==> src/verilog/cbt_ctl_fix_note.sv <==
`timescale 1ns/1ns

==> src/verilog/cbt_pkg.sv <==
// Operation
// (RULE1) Strobe held low/high before clock-enable drops
// (RULE2) Too-fast samples dropped; last echoed after delay
// (RULE3) Exit delay sized from reference range bit
// (RULE4) Mode 1: lower seven data pins only output
// (RULE5) Mode 2: eighth data pin sets direction
// (RULE6) Controller writes zero to training-mode select
// (RULE7) Power-up uses operating set zero
// (RULE8) Controller programs write set one first
// (RULE9) Clock-enable low swaps to alternate set
// (RULE10) Clock-enable high reverts set, drops training
// (RULE11) Two mode writes set training enable
// (RULE12) Clock-enable low after mode-set delay
// (RULE13) Patterns accepted after training-entry delay
// (RULE14) Latched command bits echoed onto data bus
// (RULE15) Termination follows active set, except outputs
// (RULE16) Exit: enable high, wait, clear enable
// (RULE17) Start from idle or non-powered-down self refresh
// (RULE18) Terminating rank trained before others
// (RULE19) Fast clock only while enable is low
// (RULE20) Alternate programming and comparing phases
// (RULE21) Echo may sit on upper byte pins
// (RULE22) Command bit n echoed on data pin n
// (RULE23) Passing result applied by switching active set
package cbt_pkg;
	localparam int CLK_MHZ = 50;
	// Link timing, figures in ns
	localparam int ASYNC_READ_NS = 20;
	localparam int STROBE_HOLD_NS = 10;
	localparam int ENTRY_NS = 250;
	localparam int EXIT_SHORT_NS = 200;
	localparam int EXIT_LONG_NS = 250;
	// Longest time rounds down, least times round up
	localparam logic [7:0] ASYNC_READ_CYC = 8'((ASYNC_READ_NS * CLK_MHZ) / 1000);
	localparam logic [7:0] STROBE_HOLD_CYC = 8'((STROBE_HOLD_NS * CLK_MHZ + 999) / 1000);
	localparam logic [7:0] ENTRY_CYC = 8'((ENTRY_NS * CLK_MHZ + 999) / 1000);
	localparam logic [7:0] EXIT_SHORT_CYC = 8'((EXIT_SHORT_NS * CLK_MHZ + 999) / 1000);
	localparam logic [7:0] EXIT_LONG_CYC = 8'((EXIT_LONG_NS * CLK_MHZ + 999) / 1000);
	localparam logic [7:0] MODE_SET_CYC = 8'h10;
	localparam logic [7:0] MODE_WRITE_CYC = 8'h10;
	// Controller margins cover the two-flop input stages of both ends
	localparam logic [7:0] SYNC_MARGIN_CYC = 8'h08;
	localparam logic [7:0] CAPT_CYC = 8'h10;
	localparam logic [7:0] SETTLE_CYC = 8'h10;
	// Link clock half periods in pclk cycles
	localparam logic [2:0] HALF_SLOW = 3'h4;
	localparam logic [2:0] HALF_FAST = 3'h2;
	// Mode write framing on the command bus
	localparam logic [4:0] MRW1_CODE = 5'h06;
	localparam logic [4:0] MRW2_CODE = 5'h16;
	// Mode register addresses on the link
	localparam logic [5:0] TERM_ADDR = 6'h0B;
	localparam logic [5:0] VREF_ADDR = 6'h0C;
	localparam logic [5:0] SETPT_ADDR = 6'h0D;
	localparam logic [5:0] MODE_ADDR = 6'h29;
	// Setpoint control fields
	localparam int SP_TRAIN_BIT = 0;
	localparam int SP_WR_BIT = 6;
	localparam int SP_OP_BIT = 7;
	localparam logic [7:0] SETPT_PREP = 8'h40;
	localparam logic [7:0] SETPT_ENTER = 8'h41;
	localparam logic [7:0] SETPT_USE1 = 8'hC0;
	localparam logic [7:0] TERM_ON = 8'h01;
	localparam logic [7:0] MODE1_SEL = 8'h00;
	// Controller APB map
	localparam logic [7:0] CTRL_OFS = 8'h00;
	localparam logic [7:0] VREF_OFS = 8'h04;
	localparam logic [7:0] PAT_OFS = 8'h08;
	localparam logic [7:0] STAT_OFS = 8'h0C;
	localparam int CTRL_START_BIT = 0;
	localparam int CTRL_APPLY_BIT = 1;
	localparam int CTRL_DQ7_BIT = 2;
	typedef enum logic [2:0] {DV_NORM = 3'b001, DV_ENTRY = 3'b010, DV_TRAIN = 3'b100} cbt_dev_e;
	typedef enum logic [3:0] {CT_IDLE = 4'b0001, CT_STEP = 4'b0010, CT_LINK = 4'b0100,
		CT_WAIT = 4'b1000} cbt_ctl_e;
	typedef enum logic [2:0] {OP_MRW, OP_WAIT, OP_CKELO, OP_SEND, OP_CKEHI, OP_APPLY,
		OP_END} cbt_op_e;
endpackage

==> src/verilog/cbt_if.sv <==
`timescale 1ns/1ns
`default_nettype none
// Command bus training link between controller and memory die
interface cbt_if;
	logic ck;
	logic cke;
	logic cs;
	logic [5:0] ca;
	logic [15:0] dq_o;
	logic [15:0] dq_oe;
	logic dq7_o;
	logic dq7_oe;
	logic dqs_t_o;
	logic dqs_t_oe;
	logic dqs_c_o;
	logic dqs_c_oe;
	modport dev (input ck, cke, cs, ca, dq7_o, dq7_oe, output dq_o, dq_oe);
	modport ctl (output ck, cke, cs, ca, dq7_o, dq7_oe, dqs_t_o, dqs_t_oe, dqs_c_o, dqs_c_oe,
		input dq_o, dq_oe);
endinterface
`default_nettype wire

==> src/verilog/cbt_ctl.sv <==
`timescale 1ns/1ns
`default_nettype none
module cbt_ctl
	import cbt_pkg::*;
(
	input wire logic pclk,
	input wire logic presetn,
	input wire logic psel,
	input wire logic penable,
	input wire logic pwrite,
	input wire logic [7:0] paddr,
	input wire logic [31:0] pwdata,
	output logic [31:0] prdata,
	output logic pready,
	output logic pslverr,
	cbt_if.ctl link
);
	typedef struct packed {
		cbt_op_e k;
		logic [5:0] a;
		logic [7:0] d;
		logic [7:0] w;
	} cbt_op_s;

	typedef struct packed {
		cbt_ctl_e st;
		logic [3:0] seq;
		logic [7:0] cnt;
		logic [2:0] beat;
		logic [2:0] div;
		logic ck;
		logic fast;
		logic cke;
		logic cs;
		logic [5:0] ca;
		logic dqs_drv;
		logic apply;
		logic dq7;
		logic [6:0] vref;
		logic [5:0] pat;
		logic done;
		logic match;
		logic [5:0] echo;
		logic [5:0] s1;
		logic [5:0] s2;
		logic [31:0] rdata;
		logic err;
	} cbt_ctl_s;

	cbt_ctl_s r;
	cbt_ctl_s n;
	cbt_op_s op;
	logic [2:0] half;
	logic wrap;
	logic tick;
	logic wr;
	logic [15:0] dq_v;

	// Fixed training script; one entry per step
	function automatic cbt_op_s op_at(input logic [3:0] i, input logic [6:0] v,
		input logic go);
		cbt_op_s o;
		o = '{k: OP_WAIT, a: 6'h00, d: 8'h00, w: 8'h00};
		case (i)
			4'h0: o = '{k: OP_MRW, a: SETPT_ADDR, d: SETPT_PREP, w: 8'h00}; // see (RULE8)
			4'h1: o = '{k: OP_MRW, a: VREF_ADDR, d: {1'b0, v}, w: 8'h00}; // see (RULE8)
			// Single rank: this die is the terminating rank, so it is trained first
			4'h2: o = '{k: OP_MRW, a: TERM_ADDR, d: TERM_ON, w: 8'h00}; // see (RULE18)
			4'h3: o = '{k: OP_MRW, a: MODE_ADDR, d: MODE1_SEL, w: 8'h00}; // see (RULE6)
			4'h4: o = '{k: OP_MRW, a: SETPT_ADDR, d: SETPT_ENTER, w: 8'h00}; // see (RULE11)
			4'h5: o.w = MODE_SET_CYC; // see (RULE12)
			4'h6: o = '{k: OP_CKELO, a: 6'h00, d: 8'h00, w: STROBE_HOLD_CYC}; // see (RULE1)
			4'h7: o.w = ENTRY_CYC + SYNC_MARGIN_CYC;
			4'h8: o = '{k: OP_SEND, a: 6'h00, d: 8'h00, w: 8'h00};
			4'h9: o.w = CAPT_CYC;
			4'hA: o = '{k: OP_CKEHI, a: 6'h00, d: 8'h00, w: SETTLE_CYC}; // see (RULE19)
			4'hB: o.w = v[6] ? EXIT_LONG_CYC : EXIT_SHORT_CYC; // see (RULE3) (RULE16)
			4'hC: o = '{k: OP_MRW, a: SETPT_ADDR, d: SETPT_PREP, w: 8'h00}; // see (RULE16)
			4'hD: o.w = MODE_WRITE_CYC;
			4'hE: o = '{k: go ? OP_APPLY : OP_WAIT, a: SETPT_ADDR, d: SETPT_USE1,
				w: 8'h00}; // see (RULE23)
			default: o.k = OP_END;
		endcase
		return o;
	endfunction

	// Link clock divider; command changes land on its falling edge
	assign half = r.fast ? HALF_FAST : HALF_SLOW;
	assign wrap = (r.div >= half - 3'h1);
	assign tick = wrap & r.ck;
	assign op = op_at(r.seq, r.vref, r.apply & r.match);
	assign wr = psel & penable & pwrite;
	assign dq_v = link.dq_o & link.dq_oe;

	// Next-state logic
	always_comb
	begin
		n = r;
		n.div = wrap ? 3'h0 : r.div + 3'h1;
		if (wrap)
			n.ck = ~r.ck;
		// Either echo lane, so both package strap settings work
		n.s1 = dq_v[5:0] | dq_v[13:8];
		n.s2 = r.s1;
		// Read data and error prepared in the setup phase
		if (psel && !penable)
		begin
			n.err = 1'b0;
			case (paddr)
				CTRL_OFS: n.rdata = {29'h0, r.dq7, r.apply, 1'b0};
				VREF_OFS: n.rdata = {25'h0, r.vref};
				PAT_OFS: n.rdata = {26'h0, r.pat};
				STAT_OFS: n.rdata = {18'h0, r.echo, 5'h0, r.match, r.done, r.st != CT_IDLE};
				default:
				begin
					n.rdata = 32'h0;
					n.err = 1'b1;
				end
			endcase
		end
		if (wr)
		begin
			case (paddr)
				CTRL_OFS:
				begin
					n.apply = pwdata[CTRL_APPLY_BIT];
					n.dq7 = pwdata[CTRL_DQ7_BIT];
					// Start is ignored while a run is underway
					if (pwdata[CTRL_START_BIT] && r.st == CT_IDLE)
					begin
						n.st = CT_STEP;
						n.seq = 4'h0;
						n.done = 1'b0;
						n.match = 1'b0;
					end
				end
				VREF_OFS: n.vref = pwdata[6:0];
				PAT_OFS: n.pat = pwdata[5:0];
				default: ;
			endcase
		end
		case (r.st)
			CT_IDLE: ;
			CT_STEP:
			begin
				n.cnt = 8'h00;
				n.beat = 3'h0;
				case (op.k)
					OP_MRW, OP_SEND, OP_APPLY: n.st = CT_LINK;
					OP_WAIT: n.st = CT_WAIT;
					OP_CKELO:
					begin
						n.dqs_drv = 1'b1; // see (RULE1)
						n.st = CT_WAIT;
					end
					OP_CKEHI:
					begin
						// Compare and slow the clock in the same cycle, before raising enable
						n.echo = r.s2;
						n.match = (r.s2 == r.pat); // see (RULE20)
						n.fast = 1'b0; // see (RULE19)
						n.st = CT_WAIT;
					end
					default:
					begin
						n.st = CT_IDLE;
						n.done = 1'b1;
					end
				endcase
			end
			CT_LINK:
			begin
				// Beats advance on the link clock's falling edge
				if (tick)
				begin
					n.beat = r.beat + 3'h1;
					n.cs = 1'b0;
					n.ca = 6'h00;
					case (r.beat)
						3'h0:
						begin
							n.cs = 1'b1;
							n.ca = (op.k == OP_SEND) ? r.pat : {op.d[7], MRW1_CODE};
						end
						3'h1: n.ca = (op.k == OP_SEND) ? 6'h00 : op.a;
						3'h2: n.cs = (op.k != OP_SEND);
						3'h3: n.ca = op.d[5:0];
						default: ;
					endcase
					if (r.beat == 3'h2)
						n.ca = {op.d[6], MRW2_CODE};
					if ((op.k == OP_SEND && r.beat == 3'h1) || r.beat == 3'h4)
					begin
						n.st = CT_STEP;
						n.seq = r.seq + 4'h1;
					end
				end
			end
			CT_WAIT:
			begin
				if (r.cnt >= op.w)
				begin
					n.st = CT_STEP;
					n.seq = r.seq + 4'h1;
					if (op.k == OP_CKELO)
					begin
						n.cke = 1'b0; // see (RULE12) (RULE17)
						n.fast = 1'b1; // see (RULE19)
					end
					if (op.k == OP_CKEHI)
					begin
						n.cke = 1'b1; // see (RULE16)
						n.dqs_drv = 1'b0;
					end
				end
				else
					n.cnt = r.cnt + 8'h01;
			end
			default: n.st = CT_IDLE;
		endcase
	end

	// State register; enable starts high so the die is never powered down
	always_ff @(posedge pclk or negedge presetn)
	begin
		if (!presetn)
			r <= '{st: CT_IDLE, cke: 1'b1, default: '0};
		else
			r <= n;
	end

	// Link and bus outputs
	assign link.ck = r.ck;
	assign link.cke = r.cke;
	assign link.cs = r.cs;
	assign link.ca = r.ca;
	assign link.dq7_o = r.dq7;
	assign link.dq7_oe = r.dq7;
	assign link.dqs_t_o = 1'b0; // see (RULE1)
	assign link.dqs_t_oe = r.dqs_drv;
	assign link.dqs_c_o = 1'b1;
	assign link.dqs_c_oe = r.dqs_drv;
	assign prdata = r.rdata;
	assign pready = 1'b1;
	assign pslverr = r.err;
endmodule
`default_nettype wire

==> src/flat_wrapper.sv <==
// flat-port wrapper written by rule: the top's interface ports become plain ports
module cbt_ctl_flat import cbt_pkg::*;
  (pclk, presetn, psel, penable, pwrite, paddr, pwdata, prdata, pready, pslverr, link_ck, link_cke, link_cs, link_ca, link_dq7_o, link_dq7_oe, link_dqs_t_o, link_dqs_t_oe, link_dqs_c_o, link_dqs_c_oe, link_dq_o, link_dq_oe);
  cbt_if link_i ();
  input wire logic pclk;
  input wire logic presetn;
  input wire logic psel;
  input wire logic penable;
  input wire logic pwrite;
  input wire logic [7:0] paddr;
  input wire logic [31:0] pwdata;
  output logic [31:0] prdata;
  output logic pready;
  output logic pslverr;
  output wire logic [$bits(link_i.ck)-1:0] link_ck;
  output wire logic [$bits(link_i.cke)-1:0] link_cke;
  output wire logic [$bits(link_i.cs)-1:0] link_cs;
  output wire logic [$bits(link_i.ca)-1:0] link_ca;
  output wire logic [$bits(link_i.dq7_o)-1:0] link_dq7_o;
  output wire logic [$bits(link_i.dq7_oe)-1:0] link_dq7_oe;
  output wire logic [$bits(link_i.dqs_t_o)-1:0] link_dqs_t_o;
  output wire logic [$bits(link_i.dqs_t_oe)-1:0] link_dqs_t_oe;
  output wire logic [$bits(link_i.dqs_c_o)-1:0] link_dqs_c_o;
  output wire logic [$bits(link_i.dqs_c_oe)-1:0] link_dqs_c_oe;
  input wire logic [$bits(link_i.dq_o)-1:0] link_dq_o;
  input wire logic [$bits(link_i.dq_oe)-1:0] link_dq_oe;
  assign link_ck = link_i.ck;
  assign link_cke = link_i.cke;
  assign link_cs = link_i.cs;
  assign link_ca = link_i.ca;
  assign link_dq7_o = link_i.dq7_o;
  assign link_dq7_oe = link_i.dq7_oe;
  assign link_dqs_t_o = link_i.dqs_t_o;
  assign link_dqs_t_oe = link_i.dqs_t_oe;
  assign link_dqs_c_o = link_i.dqs_c_o;
  assign link_dqs_c_oe = link_i.dqs_c_oe;
  assign link_i.dq_o = link_dq_o;
  assign link_i.dq_oe = link_dq_oe;
  cbt_ctl u_core (.pclk(pclk), .presetn(presetn), .psel(psel), .penable(penable), .pwrite(pwrite), .paddr(paddr), .pwdata(pwdata), .prdata(prdata), .pready(pready), .pslverr(pslverr), .link(link_i));
endmodule
==> config.mk <==
export PLATFORM = sky130hd
export DESIGN_NAME = cbt_ctl_flat
export DESIGN_NICKNAME = d
export VERILOG_FILES = /design/src/verilog/cbt_ctl_fix_note.sv /design/src/verilog/cbt_pkg.sv /design/src/verilog/cbt_if.sv /design/src/verilog/cbt_ctl.sv /design/src/flat_wrapper.sv
export SDC_FILE = /design/constraint.sdc
export NUM_CORES = 1
export LEC_CHECK = 0
export BUFFER_PORTS_ARGS = -buffer_cell sky130_fd_sc_hd__buf_2
export CAP_MARGIN = 10
export CORE_ASPECT_RATIO = 2
export CORE_MARGIN = 4
export CORE_UTILIZATION = 49
export CTS_BUF_LIST = sky130_fd_sc_hd__clkbuf_8
export DETAILED_ROUTE_END_ITERATION = 10
export MAX_ROUTING_LAYER = met4
export PLACE_DENSITY = 0.79
export SETUP_SLACK_MARGIN = 0.15
export SLEW_MARGIN = 20
export SYNTH_ARGS = -nofsm -noshare
export SYNTH_HDL_FRONTEND = slang
export SYNTH_SLANG_ARGS = --single-unit
==> constraint.sdc <==
create_clock -name pclk -period 2.55 [get_ports pclk]
set_clock_uncertainty 0.05 [all_clocks]
set_input_delay 0.1275 -clock pclk [delete_from_list [all_inputs] [get_ports pclk]]
set_output_delay 0.1275 -clock pclk [all_outputs]
set_load 0.05 [all_outputs]
==> flow_metrics.env, run 1 <==
export IMPL_status="completed"
export IMPL_routed_via_density=5.72
export IMPL_hp_class="in2reg"
export IMPL_dp_hpwl_microns=8460
export IMPL_grt_max_degree=83
export IMPL_drt_iter0_drc=168
export IMPL_pin_count=126
export IMPL_via_count=3719
export IMPL_power_share_clock_pct=36.5
export IMPL_syn_area_per_cell_sq_um=10.3
export IMPL_grt_pass1_vias=3688
export IMPL_totalWireLength_microns=11700
export IMPL_drive_above_1_share_pct=34.7
export IMPL_internal_power_w=0.00180
export IMPL_num_nets_final=638
export IMPL_hold_viol_final=0
export IMPL_synth_top_flop_cell="dfrtp_1"
export IMPL_synth_cells=438
export IMPL_fillers=757
export IMPL_dpl_cell_area_sq_um=4930
export IMPL_max_stage_delay_ps=450
export IMPL_pwr_share_comb_pct=10.5
export IMPL_cts_sink_count=82
export IMPL_cp_cell_sequence="buf_4, ha_4, buf_4, nor3_1, a221oi_2, a2111oi_2, and2_4, mux2_2"
export IMPL_peakVddDrop_mv=0.329
export IMPL_ctsRootBufferMaster="clkbuf_8"
export IMPL_end_kind="flip-flop"
export IMPL_fin_total_pwr_w=0.00252
export IMPL_num_rows=49
export IMPL_cp_data_arrival_time_ps=2700
export IMPL_cts_tree="yes"
export IMPL_synth_area_leaders="dfrtp_1, buf_4, mux2_2"
export IMPL_seqCellArea_sq_um=2060
export IMPL_hold_path_end="u_core.prdata[6]"
export IMPL_synthArstFlopShare_pct=100
export IMPL_powerDensity_nw_per_um2=454
export IMPL_hp_start="paddr[3]"
export IMPL_clkTransAtPathRegs_ps=100
export IMPL_synth_top_area_cell="dfrtp_1"
export IMPL_tightest_slew_ps=745
export IMPL_worstSetupPathType="reg2reg"
export IMPL_maxCapViolations=0
export IMPL_die_area_sq_um=10900
export IMPL_critPathMostFrequentCell="buf_4"
export IMPL_grt_use_total_pct=22.0
export IMPL_power_frac_seq_pct=53.1
export IMPL_firstDrtPassIters=6
export IMPL_core_area_sq_um=9010
export IMPL_synth_edf_count=0
export IMPL_wire_per_inst_microns=18.1
export IMPL_cpMaxStageDelayCell="a2111oi_2"
export IMPL_clockBufferDepth=2
export IMPL_ys_ff_latch=82
export IMPL_finalMaxSlewViolations=0
export IMPL_drcViolationCount=0
export IMPL_ys_seq_area_share_pct=45.6
export IMPL_grt_pass1_wl_microns=17600
export IMPL_clock_latency_ps=370
export IMPL_cts_inserted_buffers=9
export IMPL_critPathRequiredTime_ps=2760
export IMPL_drtAntennaViolNets=0
export IMPL_p_sw_share_pct=28.7
export IMPL_gp_congestion=0.946
export IMPL_holdPathStages=2
export IMPL_diodes=0
export IMPL_leakagePower_nw=2.71
export IMPL_setup_viol=0
export IMPL_antenna_found_initial=0
export IMPL_multi_input_area_sq_um=2210
export IMPL_rsz0062_at_grt="yes"
export IMPL_fin_util_pct=61.5
export IMPL_final_cell_area_sq_um=5550
export IMPL_r2r_start="u_core.r[93]"
export IMPL_slew_headroom_pct=50.4
export IMPL_yosysUniqueCellTypes=65
export IMPL_r2r_end="u_core.r[45]"
export IMPL_syn_to_final_growth_pct=23.1
export IMPL_htreeDepth=3
export IMPL_timing_final_crit_share_pct=97.4
export IMPL_ys_warn_count=0
export IMPL_io_buffers=70
export IMPL_die_y_microns=144
export IMPL_syn_area_sq_um=4510
export IMPL_worstPathMaxFanout=9
export IMPL_fin_crit_ps=2480
export IMPL_r2r_setup_slack_ps=70
export IMPL_start_util_pct=50.0
export IMPL_netlist_area_leader_share_pct=44.4
export IMPL_cp_start_kind="flip-flop"
export IMPL_die_w_microns=75.8
export IMPL_max_freq_ghz=0.403
export IMPL_reg2reg_depth=8
export IMPL_overflow=0
export IMPL_switchingPower_w=0.000723
layout by cell type, fill, tap and decap left out, types with 16 or more instances in the layout:
master,netlist,routed
dlygate4sd3_1,0,20
buf_4,43,44
dfrtp_1,80,78
nand3_1,16,16
conb_1,2,22
nand2_1,34,31
mux2_2,21,21
a22o_1,19,19
buf_2,8,69
a21oi_1,19,18
o21ai_0,27,22
synthesized netlist by cell type (2+ instances only):
| master | n |
|---|---|
| a21o_1 | 3 |
| a21oi_1 | 19 |
| a22o_1 | 19 |
| a22oi_1 | 3 |
| a31o_2 | 2 |
| a31oi_1 | 3 |
| a32oi_1 | 2 |
| and2_1 | 8 |
| and3_1 | 3 |
| and4_1 | 3 |
| buf_2 | 8 |
| buf_4 | 43 |
| clkbuf_1 | 9 |
| conb_1 | 2 |
| dfrtp_1 | 80 |
| dfstp_2 | 2 |
| ha_1 | 18 |
| inv_1 | 15 |
| mux2_2 | 21 |
| mux4_2 | 2 |
| nand2_1 | 34 |
| nand2b_1 | 5 |
| nand3_1 | 16 |
| nand4_1 | 4 |
| nor2_1 | 15 |
| nor2b_1 | 7 |
| nor3_1 | 7 |
| nor4_1 | 3 |
| nor4b_1 | 2 |
| o2111ai_1 | 2 |
| o21ai_0 | 27 |
| o221ai_1 | 2 |
| o22ai_1 | 2 |
| o31ai_1 | 4 |
| o41ai_1 | 2 |
| or2_2 | 2 |
| or3_1 | 2 |
| xnor2_1 | 4 |
| xor2_1 | 7 |
layer usage:
layer | up-vias | wire [microns] | track usage [%]
met3 | 49 | 551 | 3.99
met1 | 1816 | 4030 | 21.8
met2 | 130 | 6450 | 38.3
li1 | 1724 | - | -
met4 | 0 | 701 | 13.0
met5 | - | 0 | -
logic make-up after synthesis:
logic type / after synthesis / share of synthesized area (%)
AO/OA/AOI/OAI: 105 / 16.4
XOR/XNOR: 11 / 2.14
adder cells (fa/ha/maj): 18 / 5.00
buffers and inverters: 77 / 10.2
flip-flops: 82 / 45.6
multiplexers: 24 / 6.47
other: 2 / 0.167
AND/OR/NAND/NOR: 119 / 14.0
state kept, by name (all words and copies together) (netlist names):
signal	flops
u_core.r	51
u_core.link.cke	1
u_core.link.dqs_c_oe	1
u_core.link.dq7_o	1
u_core.pslverr	1
u_core.link.cs	1
u_core.link.ca	6
u_core.prdata	13
u_core.link.ck	1
u_core.n	6
power groups by stage:
stage                     Sequential, W  Combinational, W  Clock [W]
after CTS                       0.00134          0.000254   0.000938
after detailed placement        0.00136          0.000224          0
after floorplan                 0.00136          0.000163          0
final                           0.00134          0.000264   0.000918
after global routing            0.00134          0.000285   0.000997
after global placement          0.00136          0.000218          0
what timing repair did:
| item | 4_1_cts | 5_1_grt |
|---|---|---|
| buffers inserted | 3 | 13 |
| endpoints found under the hold margin | 101 | 0 |
| gates resized for setup | 9 | 14 |
| hold buffers | 20 | 0 |
| pin swaps | 1 | 8 |
| setup endpoints to repair | 19 | 19 |
metrics by stage:
stage	instances	setup TNS (ps)	worst slack, ps	hold WS, ps
after global placement	598	0	91.2	283
final	650	0	66.7	53.8
after CTS	637	0	152	42.0
after global routing	650	-679	-97.1	67.9
after floorplan	458	0	161	-218
after detailed placement	598	0	13.0	289
area by class of cell:
cell class                      instances  area share, %
Tap cell                              102           2.30
Clock buffer                            9           2.23
Multi-Input combinational cell        299           39.9
Inverter                               16           1.08
Clock inverter                          7           1.22
Sequential cell                        82           37.1
Timing Repair Buffer                  135           16.2
critical path: cells and delay by family (launching register included):
family	cells	cell delay [ps]
AO/OA/AOI/OAI	2	550
buffers and inverters	2	290
AND/OR/NAND/NOR	2	530
flip-flops	1	420
adder cells (fa/ha/maj)	1	190
multiplexers	1	350
worst max-delay path by stage:
stage | from | endpoint | slack (ps) | depth (start not counted)
global route | u_core.r[93] | u_core.r[47] | -100 | 8
CTS | u_core.r[94] | u_core.r[88] | 150 | 11
floorplan | u_core.r[94] | u_core.r[88] | 160 | 11
global placement | u_core.r[94] | u_core.r[96] | 90 | 9
finish | u_core.r[93] | u_core.r[45] | 70 | 8
detailed placement | u_core.r[94] | u_core.r[46] | 10 | 7
No activity file was read; power rests on OpenSTA's default activity.
==> inputs of run 2 (changes only) <==
--- a/config.mk
+++ b/config.mk
@@ -12,6 +12,8 @@
 export CORE_UTILIZATION = 49
 export CTS_BUF_LIST = sky130_fd_sc_hd__clkbuf_8
 export DETAILED_ROUTE_END_ITERATION = 10
+export GPL_TIMING_DRIVEN = 0
+export HOLD_SLACK_MARGIN = 0.08
 export MAX_ROUTING_LAYER = met4
 export PLACE_DENSITY = 0.79
 export SETUP_SLACK_MARGIN = 0.15
==> run 2 against run 1 <==
The run now ends with setup timing left. Non-clock buffer count increased by 30. Flip-flop and latch count unchanged. Register-to-register slack got worse by 80 ps. Hold slack improved by 66 ps. Via count increased by 1.5%. Clock power increased by 18%. Critical path depth increased by 4. Die area unchanged. Largest power group unchanged. Highest routed layer unchanged.
==> flow_metrics.env, run 2 (synthesis results as in run 1) <==
export IMPL_status="finished, violations left"
export IMPL_violations="setup timing"
export IMPL_powerDensity_nw_per_um2=463
export IMPL_gp_congestion=0.905
export IMPL_use_met1_pct=23.2
export IMPL_hold_path_end="u_core.prdata[6]"
export IMPL_seqCellArea_sq_um=2060
export IMPL_cts_inserted_buffers=9
export IMPL_start_util_pct=50.0
export IMPL_grt_use_total_pct=23.1
export IMPL_die_w_microns=75.8
export IMPL_via_count=3773
export IMPL_timing_final_crit_share_pct=100
export IMPL_grt_use_met3_pct=4.13
export IMPL_use_met2_pct=39.8
export IMPL_die_y_microns=144
export IMPL_totalWireLength_microns=11500
export IMPL_final_common_cell="dfrtp_1"
export IMPL_fin_util_pct=64.8
export IMPL_diodes=0
export IMPL_max_freq_ghz=0.391
export IMPL_end_kind="flip-flop"
export IMPL_worstPathMaxFanout=4
export IMPL_rsz0062_at_grt="yes"
export IMPL_drt_iter0_drc=180
export IMPL_multi_input_area_sq_um=2240
export IMPL_io_buffers=69
export IMPL_fin_total_pwr_w=0.00271
export IMPL_r2r_end="u_core.r[88]"
export IMPL_final_cell_area_sq_um=5840
export IMPL_worstSetupPathType="reg2reg"
export IMPL_drcViolationCount=0
export IMPL_top_register="u_core.r"
export IMPL_antenna_found_initial=0
export IMPL_num_rows=49
export IMPL_peakVddDrop_mv=0.277
export IMPL_grt_max_degree=56
export IMPL_leakagePower_nw=2.90
export IMPL_num_nets_final=668
export IMPL_finalMaxSlewViolations=0
export IMPL_tightest_slew_ps=754
export IMPL_dp_hpwl_microns=8420
export IMPL_routed_via_density=5.55
export IMPL_fin_tns_setup_ps=-8.32
export IMPL_hp_class="in2reg"
export IMPL_drive_above_1_share_pct=37.5
export IMPL_cp_start_kind="flip-flop"
export IMPL_cp_data_arrival_time_ps=2740
export IMPL_reg2reg_depth=12
export IMPL_syn_to_final_growth_pct=29.6
export IMPL_finalWorstSetupSlack_ps=-8.32
export IMPL_cts_sink_count=82
export IMPL_critPathRequiredTime_ps=2730
export IMPL_hold_viol_final=0
export IMPL_layout_common_cells="dfrtp_1, buf_2, buf_4"
export IMPL_r2r_start="u_core.r[93]"
export IMPL_slew_headroom_pct=49.4
export IMPL_placedCellCount=630
export IMPL_largest_reg_flops=51
export IMPL_maxCapViolations=0
export IMPL_clkTransAtPathRegs_ps=90
export IMPL_pin_count=126
export IMPL_fin_crit_ps=2560
export IMPL_holdPathStages=3
export IMPL_clock_latency_ps=360
export IMPL_ctsRootBufferMaster="clkbuf_8"
export IMPL_dpl_cell_area_sq_um=5160
export IMPL_htreeDepth=3
export IMPL_core_area_sq_um=9010
export IMPL_drtAntennaViolNets=0
export IMPL_r2r_setup_slack_ps=-8
export IMPL_grt_pass1_vias=3832
export IMPL_hp_start="paddr[2]"
export IMPL_wire_per_inst_microns=16.9
export IMPL_die_area_sq_um=10900
export IMPL_grt_pass1_wl_microns=18500
export IMPL_fillers=704
export IMPL_busiest_layer="met2"
export IMPL_overflow=0
export IMPL_clockBufferDepth=2
export IMPL_cts_tree="yes"
export IMPL_setup_viol=1
export IMPL_firstDrtPassIters=4
export IMPL_fin_cells=680
## run 2: cell types whose count changed in the layout (fill, tap and decap cells not counted), moves of 2 or more
cell	delta
buf_2	+5
clkbuf_1	+6
buf_4	+13
inv_8	-2
nor4b_1	-2
bufinv_16	+2
clkbuf_8	+2
nor4b_2	+2
## run 2: critical path, cell delays in order (launching register included)
cell	delay, ps
dfrtp_2	480
inv_4	100
ha_4	160
nor2b_4	140
o21ai_1	60
o21a_1	140
ha_4	170
nor4_4	180
nand2_1	130
a311oi_4	350
and4_4	310
xnor2_2	120
nor2_1	50
## run 2: layout make-up
cell class | instances | area share (%)
Clock inverter | 7 | 1.80
Clock buffer | 9 | 2.12
Sequential cell | 82 | 35.2
Inverter | 16 | 1.09
Multi-Input combinational cell | 299 | 38.4
Buffer | 61 | 7.44
Timing Repair Buffer | 104 | 11.8
Tap cell | 102 | 2.19
## run 2: power breakdown
group	internal (W)	switching [W]
clock	0.000568	0.000507
sequential	0.00132	0.0000157
combinational	0.000115	0.000178
## run 2: what timing repair did
action	4_1_cts	5_1_grt
hold endpoints to repair	103	0
resized for setup	28	8
hold buffers	20	0
setup buffers	9	5
pin swaps	5	4
endpoints found under the setup margin	26	28
## run 2: worst max path at each step
stage / start / to / slack, ps / cells after the start
6_report: u_core.r[93] / u_core.r[88] / -8 / 12
5_1_grt: u_core.r[93] / u_core.r[88] / -110 / 12
4_1_cts: u_core.r[93] / u_core.r[45] / 40 / 9
3_5_place_dp: u_core.r[93] / u_core.link.ca[1] / -230 / 9
3_3_place_gp: u_core.r[93] / u_core.r[47] / -190 / 9
2_1_floorplan: u_core.r[94] / u_core.r[88] / 160 / 11
## run 2: metrics by stage
step	worst slack [ps]	hold slack, ps
final	-8.32	120
after global routing	-114	148
after CTS	40.2	103
after detailed placement	-231	30.4
after global placement	-186	283
after floorplan	161	-218
## run 2: metal layers
layer	share of wire, %	vias up
li1	-	1782
met1	35	1827
met2	56	117
met3	4.1	47
met4	5.6	0
met5	0	-
==> inputs of run 3 (changes only) <==
--- a/config.mk
+++ b/config.mk
@@ -5,11 +5,12 @@
 export SDC_FILE = /design/constraint.sdc
 export NUM_CORES = 1
 export LEC_CHECK = 0
+export ABC_AREA = 1
 export BUFFER_PORTS_ARGS = -buffer_cell sky130_fd_sc_hd__buf_2
 export CAP_MARGIN = 10
 export CORE_ASPECT_RATIO = 2
-export CORE_MARGIN = 4
-export CORE_UTILIZATION = 49
+export CORE_MARGIN = 1
+export CORE_UTILIZATION = 50
 export CTS_BUF_LIST = sky130_fd_sc_hd__clkbuf_8
 export DETAILED_ROUTE_END_ITERATION = 10
 export GPL_TIMING_DRIVEN = 0
==> run 3 against run 2 <==
Largest cell class unchanged. The flow finishes with violations (DRC). Non-clock buffer count shrank 2. Maximum frequency grew 4.5%. Synthesized cell count grew 32%. Cell area grew 6.4%. Core utilization grew 1.9 points. Sequential share of layout area shrank 2.1 points. Power shrank 2.8%. Critical path type unchanged. Highest routed layer unchanged. Routed wire length grew 11%. Via count grew 15%. Final cell count grew 23%. Register-to-register slack gained 110 ps.
==> flow_metrics.env, run 3 <==
export IMPL_grt_pass1_vias=4478
export IMPL_post_place_ws_ps=-168
export IMPL_syn_area_sq_um=4780
export IMPL_hp_class="in2reg"
export IMPL_synth_cells=580
export IMPL_ys_seq_area_share_pct=43.0
export IMPL_yosysUniqueCellTypes=46
export IMPL_clock_latency_ps=380
export IMPL_io_buffers=70
export IMPL_drive_above_1_share_pct=32.8
export IMPL_rsz0062_at_grt="yes"
export IMPL_core_area_sq_um=9320
export IMPL_final_cell_area_sq_um=6210
export IMPL_status="finished, violations left"
export IMPL_synth_top_flop_cell="dfrtp_1"
export IMPL_largest_reg_flops=51
export IMPL_start_util_pct=51.3
export IMPL_grt_use_total_pct=26.6
export IMPL_die_area_sq_um=9980
export IMPL_cts_inserted_buffers=9
export IMPL_final_common_cell="nand2_1"
export IMPL_critPathRequiredTime_ps=2770
export IMPL_end_kind="flip-flop"
export IMPL_drcViolationCount=5
export IMPL_worstPathMaxFanout=5
export IMPL_switchingPower_w=0.000725
export IMPL_die_w_microns=71.1
export IMPL_maxCapViolations=0
export IMPL_synth_top_area_cell="dfrtp_1"
export IMPL_powerDensity_nw_per_um2=423
export IMPL_wire_per_inst_microns=15.3
export IMPL_r2r_start="u_core.r[94]"
export IMPL_gp_congestion=0.978
export IMPL_overflow=0
export IMPL_clkTransAtPathRegs_ps=90
export IMPL_cts_sink_count=82
export IMPL_hp_start="paddr[6]"
export IMPL_worstSetupPathType="reg2reg"
export IMPL_syn_to_final_growth_pct=30.0
export IMPL_drt_iter0_drc=310
export IMPL_violations="DRC"
export IMPL_peakVddDrop_mv=0.480
export IMPL_synth_area_leaders="dfrtp_1, nand2_1, buf_4"
export IMPL_timing_final_crit_share_pct=96.0
export IMPL_cp_start_kind="flip-flop"
export IMPL_antenna_found_initial=0
export IMPL_top_register="u_core.r"
export IMPL_fillers=766
export IMPL_diodes=0
export IMPL_totalWireLength_microns=12700
export IMPL_netlist_area_leader_share_pct=41.9
export IMPL_grt_max_degree=49
export IMPL_yosysMostFrequentCell="nand2_1"
export IMPL_r2r_setup_slack_ps=100
export IMPL_ys_top_cells_by_count="nand2_1, dfrtp_1, inv_1"
export IMPL_die_y_microns=140
export IMPL_pin_count=126
export IMPL_synth_edf_count=0
export IMPL_via_count=4357
export IMPL_finalWorstSetupSlack_ps=101
export IMPL_reg2reg_depth=17
export IMPL_cts_tree="yes"
export IMPL_dpl_cell_area_sq_um=5370
export IMPL_routed_via_density=5.23
export IMPL_drtAntennaViolNets=0
export IMPL_fin_total_pwr_w=0.00263
export IMPL_setup_viol=0
export IMPL_power_frac_seq_pct=50.7
export IMPL_syn_area_per_cell_sq_um=8.24
export IMPL_clockBufferDepth=2
export IMPL_hold_viol_final=0
export IMPL_pwr_share_comb_pct=11.0
export IMPL_finalMaxSlewViolations=0
export IMPL_ctsRootBufferMaster="clkbuf_8"
export IMPL_dp_hpwl_microns=9100
export IMPL_hold_path_end="u_core.pslverr"
export IMPL_fin_util_pct=66.7
export IMPL_cp_data_arrival_time_ps=2660
export IMPL_htreeDepth=3
export IMPL_internal_power_w=0.00191
export IMPL_power_share_clock_pct=38.3
export IMPL_holdPathStages=5
export IMPL_max_freq_ghz=0.408
export IMPL_p_sw_share_pct=27.6
export IMPL_leakagePower_nw=3.31
export IMPL_r2r_end="u_core.r[94]"
export IMPL_synthArstFlopShare_pct=100
export IMPL_ys_warn_count=0
export IMPL_firstDrtPassIters=8
export IMPL_layout_common_cells="nand2_1, dfrtp_1, buf_2"
export IMPL_num_rows=50
export IMPL_ys_ff_latch=82
export IMPL_fin_crit_ps=2450
export IMPL_grt_pass1_wl_microns=19900
export IMPL_num_nets_final=819
run 3: cell types whose count changed in the layout (fill, tap and decap cells not counted), moves of 9 or more:
cell     change
a22o_1      -11
inv_1       +44
inv_2        +9
mux2_2      -21
nand2_1    +103
nand2_2     +13
nor2_1      +24
o21ai_0     +17
run 3: logic make-up (layout without fill, tap and decap cells):
| group | after synthesis | after routing | share of synthesized area [%] |
|---|---|---|---|
| simple gates | 258 | 258 | 26.1 |
| buf+inv | 123 | 252 | 13.6 |
| compound gates | 88 | 88 | 10.8 |
| flops | 82 | 82 | 43.0 |
| fa+ha+maj | 18 | 18 | 4.71 |
| xor+xnor | 8 | 8 | 1.47 |
| other cells | 2 | 22 | 0.157 |
| mux | 1 | 1 | 0.209 |
run 3: area by class of cell:
| cell class | count | area (sq um) | share of cell area (%) |
|---|---|---|---|
| buffer | 50 | 379 | 6.10 |
| clock buffer | 9 | 124 | 1.99 |
| clock inverter | 7 | 85.1 | 1.37 |
| inverter | 73 | 292 | 4.69 |
| multi-input combinational | 395 | 2370 | 38.2 |
| sequential | 82 | 2060 | 33.1 |
| tap | 104 | 130 | 2.09 |
| timing repair buffer | 113 | 773 | 12.4 |
run 3: metal layers:
layer  vias up  routed length [microns]  GRT usage, %
met1      2030                     4250          22.8
met2       166                     7080          50.3
li1       2091                        -             -
met3        70                      470          3.45
met4         0                      907          19.6
met5         -                        0             -
run 3: worst max-delay path: stages (launching register included):
cell and delay, ps:
dfrtp_2 440, ha_4 170, inv_4 40, nor2_4 120, inv_2 60, o21ai_2 120, inv_2 70, ha_4 210
nand2_2 70, inv_1 40, nand2_1 60, nand2_2 70, a21boi_1 170, nand2_1 130, nand2_2 130, nand2_1 150
nand3_1 150, nand2_1 80
run 3: repair_timing:
item | in CTS | in global routing
hold buffers | 22 | 0
endpoints found under the setup margin | 17 | 17
buffers inserted | 15 | 4
pin swaps | 10 | 14
resized for setup | 26 | 46
hold endpoints to repair | 103 | 0
gates cloned | 1 | 0
run 3: power groups by stage:
stage	sequential, W	clock, W	combinational, W
after global routing	0.00134	0.00108	0.000313
after global placement	0.00136	0	0.000227
final	0.00133	0.00101	0.000289
after floorplan	0.00136	0	0.000154
after detailed placement	0.00136	0	0.000237
after CTS	0.00133	0.00101	0.000274
run 3: worst max path at each step:
| stage | from | endpoint | slack [ps] | depth (start not counted) |
|---|---|---|---|---|
| 6_report | u_core.r[94] | u_core.r[94] | 100 | 17 |
| 5_1_grt | u_core.r[95] | u_core.r[94] | -20 | 18 |
| 4_1_cts | u_core.r[94] | u_core.r[88] | 150 | 17 |
| 3_5_place_dp | u_core.r[93] | u_core.r[90] | -170 | 13 |
| 3_3_place_gp | u_core.r[93] | u_core.r[90] | -100 | 13 |
| 2_1_floorplan | u_core.r[93] | u_core.r[90] | 190 | 13 |
run 3: through the flow:
step / instances / TNS, ps / hold slack [ps]
floorplan: 600 / 0 / -218
global placement: 774 / -402 / 283
CTS: 829 / 0 / 131
global route: 833 / -15.7 / 151
detailed placement: 775 / -908 / 63.2
finish: 833 / 0 / 129
